[src/rtl/psc_pkg.sv]
/*
 Constants for the PHY special control and port 1 control register slice.
 Assumes a 16-bit host register port with word offsets and a synchronous write strobe.
*/
package psc_pkg;
   localparam logic [7:0] PHY1_SPECIAL_CONTROL_STATUS = 8'h66;
   localparam logic [7:0] PHY2_SPECIAL_CONTROL_STATUS = 8'h6A;
   localparam logic [7:0] PORT1_CONTROL_WORD_ONE = 8'h6C;
   localparam logic [7:0] PORT1_SPECIAL_CTRL_REG = 8'h76;
   localparam logic [7:0] PORT2_SPECIAL_CTRL_REG = 8'h86;
   localparam int POL_BIT = 5;
   localparam int MDIX_BIT = 4;
   localparam int FORCE_BIT = 3;
   localparam int EEE_BIT = 2;
   localparam int LOOP_BIT = 1;
   localparam int SR_POL_BIT = 13;
   localparam int SR_MDIX_BIT = 7;
   localparam int SC_FORCE_BIT = 11;
   localparam int SC_LOOP_BIT = 9;
   localparam int LED_LSB = 12;
   localparam int LED_MSB = 14;
   localparam int SAF2_BIT = 11;
   localparam logic RST_FORCE = 1'h0;
   localparam logic RST_EEE_DIS = 1'h1;
   localparam logic RST_LOOP = 1'h0;
   localparam logic [2:0] RST_LED = 3'h0;
   localparam logic RST_SAF2 = 1'h0;
endpackage

[src/rtl/psc_regs.sv]
/*
 Register slice: PHY special control/status words and port 1 control upper bits.
 Assumes status bits from the PHYs are synchronous to CORE_CLK_I.
*/
`timescale 1ns/10ps
module psc_regs (
   input wire logic CORE_CLK_I,
   input wire logic RSTN_I,
   input wire logic [7:0] ADDR_I,
   input wire logic WR_I,
   input wire logic [15:0] WDATA_I,
   output logic [15:0] RDATA_O,
   input wire logic [1:0] POL_REV_I,
   input wire logic [1:0] MDIX_I,
   output logic [1:0] FORCE_LINK_O,
   output logic [1:0] TEN_LOW_ENERGY_DIS_O,
   output logic [1:0] REMOTE_LOOP_O,
   input wire logic [1:0] LED_NORMAL_I,
   output logic [1:0] LED_O,
   output logic SAF2_EN_O
);
   // ----------------------------------------
   // State
   // ----------------------------------------
   logic [1:0] force_q;
   logic [1:0] force_d;
   logic [1:0] eee_q;
   logic [1:0] eee_d;
   logic [1:0] loop_q;
   logic [1:0] loop_d;
   logic [2:0] led_q;
   logic [2:0] led_d;
   logic saf2_q;
   logic saf2_d;
   logic [15:0] rdata_q;
   logic [15:0] rdata_d;
   logic [1:0] phy_wr_hit;
   logic [1:0] sc_wr_hit;
   logic pcw_wr_hit;
   logic [1:0] led_drive;

   // ----------------------------------------
   // Decoding and packing
   // ----------------------------------------
   function automatic logic [7:0] phy_addr(input logic port);
      logic [7:0] a;
      a = psc_pkg::PHY1_SPECIAL_CONTROL_STATUS;
      if (port) begin
         a = psc_pkg::PHY2_SPECIAL_CONTROL_STATUS;
      end
      return a;
   endfunction

   function automatic logic [7:0] sc_addr(input logic port);
      logic [7:0] a;
      a = psc_pkg::PORT1_SPECIAL_CTRL_REG;
      if (port) begin
         a = psc_pkg::PORT2_SPECIAL_CTRL_REG;
      end
      return a;
   endfunction

   function automatic logic [15:0] phy_word(input logic p, input logic m, input logic f,
                                             input logic e, input logic l);
      logic [15:0] w;
      w = 16'h0000;
      w[psc_pkg::POL_BIT] = p;
      w[psc_pkg::MDIX_BIT] = m;
      w[psc_pkg::FORCE_BIT] = f;
      w[psc_pkg::EEE_BIT] = e;
      w[psc_pkg::LOOP_BIT] = l;
      return w;
   endfunction

   function automatic logic [15:0] sc_word(input logic f, input logic l);
      logic [15:0] w;
      w = 16'h0000;
      w[psc_pkg::SC_FORCE_BIT] = f;
      w[psc_pkg::SC_LOOP_BIT] = l;
      return w;
   endfunction

   function automatic logic [15:0] pcw_word(input logic [2:0] led, input logic saf2);
      logic [15:0] w;
      w = 16'h0000;
      w[psc_pkg::LED_MSB:psc_pkg::LED_LSB] = led;
      w[psc_pkg::SAF2_BIT] = saf2;
      return w;
   endfunction

   function automatic logic [1:0] led_pins(input logic [2:0] ctrl, input logic [1:0] normal);
      logic [1:0] pins;
      pins = normal;
      if (ctrl[2]) begin
         pins = ctrl[1:0];
      end
      return pins;
   endfunction

   // ----------------------------------------
   // Write decode
   // ----------------------------------------
   always_comb begin
      phy_wr_hit = 2'h0;
      sc_wr_hit = 2'h0;
      pcw_wr_hit = 1'h0;
      if (WR_I) begin
         phy_wr_hit[0] = (ADDR_I == phy_addr(1'h0));
         phy_wr_hit[1] = (ADDR_I == phy_addr(1'h1));
         sc_wr_hit[0] = (ADDR_I == sc_addr(1'h0));
         sc_wr_hit[1] = (ADDR_I == sc_addr(1'h1));
         pcw_wr_hit = (ADDR_I == psc_pkg::PORT1_CONTROL_WORD_ONE);
      end
   end

   // ----------------------------------------
   // PHY control fields
   // ----------------------------------------
   // Port special control writes reach the same storage
   always_comb begin
      force_d = force_q;
      eee_d = eee_q;
      loop_d = loop_q;
      for (int i = 0; i < 2; i++) begin
         if (phy_wr_hit[i]) begin
            force_d[i] = WDATA_I[psc_pkg::FORCE_BIT];
            eee_d[i] = WDATA_I[psc_pkg::EEE_BIT];
            loop_d[i] = WDATA_I[psc_pkg::LOOP_BIT];
         end
         if (sc_wr_hit[i]) begin
            force_d[i] = WDATA_I[psc_pkg::SC_FORCE_BIT];
            loop_d[i] = WDATA_I[psc_pkg::SC_LOOP_BIT];
         end
      end
   end

   always_ff @(posedge CORE_CLK_I or negedge RSTN_I) begin
      if (!RSTN_I) begin
         force_q <= {2{psc_pkg::RST_FORCE}};
         eee_q <= {2{psc_pkg::RST_EEE_DIS}};
         loop_q <= {2{psc_pkg::RST_LOOP}};
      end else begin
         force_q <= force_d;
         eee_q <= eee_d;
         loop_q <= loop_d;
      end
   end

   // ----------------------------------------
   // Port 1 control fields
   // ----------------------------------------
   always_comb begin
      led_d = led_q;
      saf2_d = saf2_q;
      if (pcw_wr_hit) begin
         led_d = WDATA_I[psc_pkg::LED_MSB:psc_pkg::LED_LSB];
         saf2_d = WDATA_I[psc_pkg::SAF2_BIT];
      end
   end

   always_ff @(posedge CORE_CLK_I or negedge RSTN_I) begin
      if (!RSTN_I) begin
         led_q <= psc_pkg::RST_LED;
         saf2_q <= psc_pkg::RST_SAF2;
      end else begin
         led_q <= led_d;
         saf2_q <= saf2_d;
      end
   end

   // ----------------------------------------
   // LED drive
   // ----------------------------------------
   always_comb begin
      led_drive = led_pins(led_q, LED_NORMAL_I);
   end

   // ----------------------------------------
   // Read data
   // ----------------------------------------
   // Unmapped offsets read as zero
   always_comb begin
      rdata_d = 16'h0000;
      unique case (ADDR_I)
         psc_pkg::PHY1_SPECIAL_CONTROL_STATUS: begin
            rdata_d = phy_word(POL_REV_I[0], MDIX_I[0], force_q[0], eee_q[0], loop_q[0]);
         end
         psc_pkg::PHY2_SPECIAL_CONTROL_STATUS: begin
            rdata_d = phy_word(POL_REV_I[1], MDIX_I[1], force_q[1], eee_q[1], loop_q[1]);
         end
         psc_pkg::PORT1_SPECIAL_CTRL_REG: begin
            rdata_d = sc_word(force_q[0], loop_q[0]);
         end
         psc_pkg::PORT2_SPECIAL_CTRL_REG: begin
            rdata_d = sc_word(force_q[1], loop_q[1]);
         end
         psc_pkg::PORT1_CONTROL_WORD_ONE: begin
            rdata_d = pcw_word(led_q, saf2_q);
         end
         default: begin
            rdata_d = 16'h0000;
         end
      endcase
   end

   always_ff @(posedge CORE_CLK_I or negedge RSTN_I) begin
      if (!RSTN_I) begin
         rdata_q <= 16'h0000;
      end else begin
         rdata_q <= rdata_d;
      end
   end

   // ----------------------------------------
   // Outputs
   // ----------------------------------------
   assign RDATA_O = rdata_q;
   assign FORCE_LINK_O = force_q;
   assign TEN_LOW_ENERGY_DIS_O = eee_q;
   assign REMOTE_LOOP_O = loop_q;
   assign SAF2_EN_O = saf2_q;
   assign LED_O = led_drive;
endmodule

[config.mk]
export PLATFORM = sky130hd
export DESIGN_NAME = psc_regs
export DESIGN_NICKNAME = d
export VERILOG_FILES = /design/src/rtl/psc_pkg.sv /design/src/rtl/psc_regs.sv
export SDC_FILE = /design/constraint.sdc
export NUM_CORES = 1
export LEC_CHECK = 0
export BUFFER_PORTS_ARGS = -buffer_cell sky130_fd_sc_hd__buf_4
export CORE_ASPECT_RATIO = 1.2
export CORE_MARGIN = 10
export CORE_UTILIZATION = 35
export DETAILED_ROUTE_END_ITERATION = 12
export PLACE_DENSITY_LB_ADDON = 0.25
export RECOVER_POWER = 25
export REMOVE_ABC_BUFFERS = 1
export SYNTH_ARGS = -nofsm -noshare
export SYNTH_HDL_FRONTEND = slang
export SYNTH_SLANG_ARGS = --single-unit
[constraint.sdc]
create_clock -name CORE_CLK_I -period 1 [get_ports CORE_CLK_I]
set_input_delay 0 -clock CORE_CLK_I [delete_from_list [all_inputs] [get_ports CORE_CLK_I]]
set_output_delay 0 -clock CORE_CLK_I [all_outputs]
set_load 0.02 [all_outputs]
==> flow_summary.yaml, run 1 <==
outcome:
  outcome: "finished with violations"
  violations: "setup timing"
global_routing:
  gr-usage-all-layers: 0.106
  grt.overflow.total: 0
  grt_pass1_wl_um: 4500
  grt_pass1_vias: 933
  grt_start_max_net_pins: 21
  antenna_found_initial: 0
clock_network:
  htree_levels: 1
  clock_path_buffers: 2
  cts_tree: "yes"
  root_buffer: "clkbuf_4"
  path_clk_slew_ns: 0.11
  cts_sinks: 20
  numCtsBuffers: 3
  clk_latency_ns: 0.30
synth:
  synth_warnings: 0
  synthXorXnorAreaFrac: 0
  netlist_top_cells_area: "dfrtp_1, mux2_2, buf_4, dfstp_2, a22o_1"
  synth_compound_area_frac: 0.134
  synth_ff_type: "dfrtp_1"
  synth_edf_count: 0
  synthMuxAreaShare: 0.112
  yosysSeqAreaShare: 0.513
  yosysMostFrequentCell: "dfrtp_1"
  synth-seq-cells: 20
  synthCells: 76
  yosys-top-cells-count: "dfrtp_1, buf_4, mux2_2, a22o_1"
  yosys.area_share.adder: 0
  synth_top_family_by_area: "simple AND/OR/NAND/NOR gates"
  synth_top_cell_area_share: 0.459
  synthSimpleGateAreaFrac: 0.168
  synthArstFlopShare: 1.00
  synth_cell_types: 31
  synth_top_area_cell: "dfrtp_1"
  syn_area_um2: 981
  avgSynthCellArea_um2: 12.9
hold_path:
  min_path_cells: 2
  min_from: "WR_I"
  min_to: "REMOTE_LOOP_O[1]"
  hp-class: "input pin to register"
timing:
  setup-violations-final: 2
  slew_headroom: 0.662
  setup_slack_ns: -0.186
  finalCriticalPeriod_ns: 1.19
  hold_viol: 0
  tightest_slew_ns: 0.507
  maxSlewViolCount: 0
  rsz0062_at_grt: "true"
  fmax_mhz: 843
  holdWs_ns: 0.0132
  period_share: 1.19
  finalClockSkew_ns: 0.00261
critical_path:
  cp_max_fo: 3
  required_ns: 1.00
  crit_path_max_incr_delay_ns: 0.44
  crit_chain: "mux2_4 > buf_6"
  cp.arrival_ns: 1.19
  r2r_cells: 2
  startpoint_type: "register"
  crit_slowest_cell: "dfrtp_1"
  crit_type: "register to primary output"
  cp_num_buf_inv: 1
  regToRegSetupSlack_ns: 0.06
  end_kind: "primary output"
  cpLargestDelayFamily: "flip-flops"
  r2r_start: "led_q[2]"
  cp.depth: 2
  r2r_end: "led_q[2]"
placed_design:
  dp.cells: 161
  place.gp.congestion: 0.706
  dp_hpwl_um: 2100
  io_buffers: 43
detailed_routing:
  antenna_left: 0
  vias: 878
  firstDrtPassIters: 4
  drc_errors: 0
  wire_per_inst_um: 16.0
  drt_wl_total_um: 2850
  via_per_inst: 4.93
  initialDrtViolationCount: 13
flow_run:
  timing.max_cap.violations: 0
layout:
  fin_nets: 179
  area_growth_pct: 60.5
  drive_gt1_frac: 0.538
  final_core_util: 0.605
  diodes: 0
  finalNonFillerCells: 178
  nFillCells: 219
floorplan:
  rows: 20
  dieArea_mm2: 0.00533
  ios: 58
  core_mm2: 0.00260
  start_util: 0.377
  die_h_um: 78.0
  fp.dieW_um: 68.3
pwr:
  leakage_nw: 0.810
  total_power_mw: 1.69
  peakVddDrop_v: 0.000598
  power_density_mw_per_mm2: 1080
stage by stage:
stage	setup TNS (ns)	setup slack [ns]	cell area, um2
finish	-0.365	-0.186	1570
global route	-0.478	-0.235	1570
CTS	-0.367	-0.185	1560
detailed placement	-2.84	-0.284	1390
global placement	-2.58	-0.270	1390
floorplan	-0.414	-0.152	936
cells by family after synthesis:
logic type      count (synthesis)
flops                          20
simple gates                   20
compound gates                 16
mux                            10
buf+inv                         9
other cells                     1
worst register-to-register path, delay by kind of cell, from the launching register on:
family	cells	cell delay, ns
mux	1	0.25
buf+inv	1	0.15
flops	1	0.44
cells in the final DEF (no fill, tap or decap), types with 3 or more instances in the layout:
cell type	instances
buf_4	51
dfrtp_1	18
dlygate4sd3_1	12
a22o_1	6
conb_1	6
mux2_2	5
buf_6	4
and2_1	3
nand2_1	3
a22o_2	3
clkbuf_4	3
metal layers:
layer  part of all wire  track usage  vias up  routed length (um)
met4              0.019       0.0484        0                  54
met1               0.38        0.116      410                1080
li1                   -            -      409                   -
met5                  0            0        -                   0
met2               0.50        0.180       52                1420
met3               0.11       0.0302        7                 302
final cells by class:
cell class                 instances  area [um2]  area share
clock buffer                       4        36.3      0.0231
timing repair buffer              68         553       0.351
inverter                           1        3.75     0.00238
multi-input combinational         52         437       0.277
tap                               33        41.3      0.0262
sequential                        20         503       0.320
power by group:
| part | switching, mW | leakage, nW | internal (mW) |
|---|---|---|---|
| registers | 0.0335 | 0.269 | 0.842 |
| logic | 0.163 | 0.519 | 0.196 |
| clock network | 0.238 | 0.0210 | 0.222 |
| total | 0.434 | 0.810 | 1.26 |
what timing repair did:
item	CTS	global route
setup buffers	1	0
hold buffers	11	1
setup endpoints to repair	2	4
resized for setup	4	2
endpoints found under the hold margin	30	1
registers in the layout, summed over array words and instances, names as in the netlist:
signal and cells:
FORCE_LINK_O 2, RDATA_O 10, REMOTE_LOOP_O 2, SAF2_EN_O 1, TEN_LOW_ENERGY_DIS_O 2, led_q 3
worst max-delay path by stage:
stage | slack [ns] | end | start
after detailed placement | -0.28 | FORCE_LINK_O[1] | ADDR_I[0]
after global placement | -0.27 | FORCE_LINK_O[1] | ADDR_I[0]
after CTS | -0.18 | LED_O[0] | led_q[2]
after global routing | -0.24 | LED_O[0] | led_q[2]
final | -0.19 | LED_O[0] | led_q[2]
after floorplan | -0.15 | FORCE_LINK_O[1] | ADDR_I[0]
No activity file was read; power rests on OpenSTA's default activity.
==> inputs of run 2 (changes only) <==
--- a/config.mk
+++ b/config.mk
@@ -5,10 +5,12 @@
 export SDC_FILE = /design/constraint.sdc
 export NUM_CORES = 1
 export LEC_CHECK = 0
+export ABC_AREA = 1
 export BUFFER_PORTS_ARGS = -buffer_cell sky130_fd_sc_hd__buf_4
 export CORE_ASPECT_RATIO = 1.2
 export CORE_MARGIN = 10
 export CORE_UTILIZATION = 35
+export CTS_BUF_LIST = sky130_fd_sc_hd__clkbuf_16
 export DETAILED_ROUTE_END_ITERATION = 12
 export PLACE_DENSITY_LB_ADDON = 0.25
 export RECOVER_POWER = 25
==> flow_summary.yaml, run 2 <==
outcome:
  outcome: "completed"
critical_path:
  cp_max_fo: 6
  r2r_start: "TEN_LOW_ENERGY_DIS_O[1]"
  r2r_end: "RDATA_O[2]"
  crit_start: "led_q[2]"
  startpoint_type: "register"
  endpoint: "LED_O[0]"
  end_kind: "primary output"
  crit_path_max_incr_delay_ns: 0.37
  regToRegSetupSlack_ns: 0.20
  r2r_cells: 2
  cpLargestDelayFamily: "flip-flops"
  crit_slowest_cell: "dfrtp_1"
  crit_type: "register to primary output"
  cp.arrival_ns: 0.99
  cp_num_buf_inv: 2
  crit_chain: "inv_2 > nand2_1 > o21ai_1 > buf_4"
  cp.depth: 4
  required_ns: 1.00
floorplan:
  core_mm2: 0.00286
  start_util: 0.372
  ios: 58
  dieArea_mm2: 0.00566
  fp.dieW_um: 70.4
  die_h_um: 80.4
  rows: 21
layout:
  area_growth_pct: 53.9
  fin_nets: 226
  layout_common_cells: "buf_4, nand2_1, dfrtp_1"
  diodes: 0
  layout_commonest_cell: "buf_4"
  largest_reg_flops: 10
  fin_area_mm2: 0.00164
  drive_gt1_frac: 0.370
synth:
  yosysSeqAreaShare: 0.472
  synth_warnings: 0
  syn_area_mm2: 0.00106
  synth_ff_type: "dfrtp_1"
  yosys-top-cells-count: "nand2_1, dfrtp_1, inv_1, nand3_1"
  synth_cell_types: 22
  synth_top_area_cell: "dfrtp_1"
  synthCells: 131
  yosysMostFrequentCell: "nand2_1"
  synth_top_cell_area_share: 0.423
  netlist_top_cells_area: "dfrtp_1, nand2_1, nand3_1, inv_1, dfstp_2"
  synthArstFlopShare: 1.00
  avgSynthCellArea_um2: 8.13
  synth-seq-cells: 20
  synth_edf_count: 0
detailed_routing:
  initialDrtViolationCount: 47
  antenna_left: 0
  wire_per_inst_um: 12.7
  firstDrtPassIters: 4
  vias: 1053
  drt_wl_total_um: 2870
  via_per_inst: 4.66
  drc_errors: 0
clock_network:
  htree_levels: 1
  numCtsBuffers: 3
  clock_path_buffers: 2
  cts_sinks: 20
  clk_latency_ns: 0.25
  root_buffer: "clkbuf_16"
  path_clk_slew_ns: 0.05
  cts_tree: "yes"
timing:
  period_share: 0.994
  finalClockSkew_ns: 0.00229
  fmax_mhz: 1010
  finalSetupTns_ns: 0
  rsz0062_at_grt: "true"
  hold_viol: 0
  maxSlewViolCount: 0
  finalCriticalPeriod_ns: 0.994
  setup-violations-final: 0
pwr:
  peakVddDrop_v: 0.000925
  power_density_mw_per_mm2: 1410
  leakage_nw: 0.884
flow_run:
  timing.max_cap.violations: 0
hold_path:
  hp-class: "input pin to register"
placed_design:
  postPlaceCellArea_mm2: 0.00143
  place.gp.congestion: 0.831
  io_buffers: 43
  dp_hpwl_um: 2360
global_routing:
  gr-usage-all-layers: 0.105
  grt_start_max_net_pins: 21
  grt_pass1_wl_um: 4970
  antenna_found_initial: 0
  grt_pass1_vias: 1125
  grt.overflow.total: 0
==> run 2: report_power, final <==
part | total (mW) | switching (mW) | leakage [nW] | internal (mW)
logic | 0.376 | 0.203 | 0.576 | 0.173
clock network | 1.07 | 0.275 | 0.0511 | 0.793
registers | 0.871 | 0.0240 | 0.257 | 0.847
total | 2.31 | 0.502 | 0.884 | 1.81
==> run 2: layout make-up <==
class                   instances  area [um2]
fillers                       253        1220
flip-flops and latches         20         503
repair buffers                 61         480
multi-input cells              88         437
clock buffers                   3        75.1
inverters                      19        71.3
well taps                      34        42.5
clock inverters                 1        30.0
==> run 2: layer usage <==
metal	GRT usage	up-vias	part of all wire
li1	-	526	-
met1	0.108	479	0.40
met3	0.0369	6	0.080
met4	0.0613	0	0.027
met5	0	-	0
met2	0.183	42	0.49
==> run 2: worst reg2reg max path, delay by kind of cell (launching register included) <==
family | cells | cell delay, ns
flip-flops | 1 | 0.53
AO/OA/AOI/OAI | 1 | 0.15
buffers and inverters | 1 | 0.05
==> run 2: repair_timing <==
item | 4_1_cts | 5_1_grt
endpoints found under the setup margin | 2 | 2
buffers inserted | 1 | 0
hold buffers | 10 | 0
hold endpoints to repair | 27 | 0
gates resized for setup | 2 | 0
==> run 2: worst min path at each step <==
| stage | cells past startpoint | start | endpoint |
|---|---|---|---|
| 6_report | 3 | WDATA_I[11] | SAF2_EN_O |
| 5_1_grt | 3 | WDATA_I[11] | SAF2_EN_O |
| 4_1_cts | 3 | WDATA_I[11] | SAF2_EN_O |
| 3_5_place_dp | 1 | RSTN_I | RDATA_O[13] |
| 3_3_place_gp | 1 | RSTN_I | RDATA_O[13] |
| 2_1_floorplan | 0 | RSTN_I | FORCE_LINK_O[0] |
==> run 2: logic make-up (layout without fill, tap and decap cells) <==
logic type,count (synthesis),in the layout,share of synthesized area
buffers and inverters,28,84,0.135
other,1,6,0.00352
AO/OA/AOI/OAI,13,13,0.0646
flip-flops,20,20,0.472
AND/OR/NAND/NOR,69,69,0.324
==> run 2: metrics by stage <==
| step | worst slack, ns | instances | hold WS [ns] | util | total power, mW |
|---|---|---|---|---|---|
| after global placement | 0.0424 | 211 | -0.112 | 0.499 | 1.22 |
| final | 0.00604 | 226 | 0.00604 | 0.572 | 2.31 |
| after detailed placement | 0.0126 | 211 | -0.112 | 0.499 | 1.23 |
| after CTS | -0.00432 | 226 | 0.00954 | 0.573 | 2.34 |
| after global routing | -0.0542 | 226 | 0.0247 | 0.572 | 2.42 |
| after floorplan | 0.144 | 127 | -0.296 | - | 1.03 |
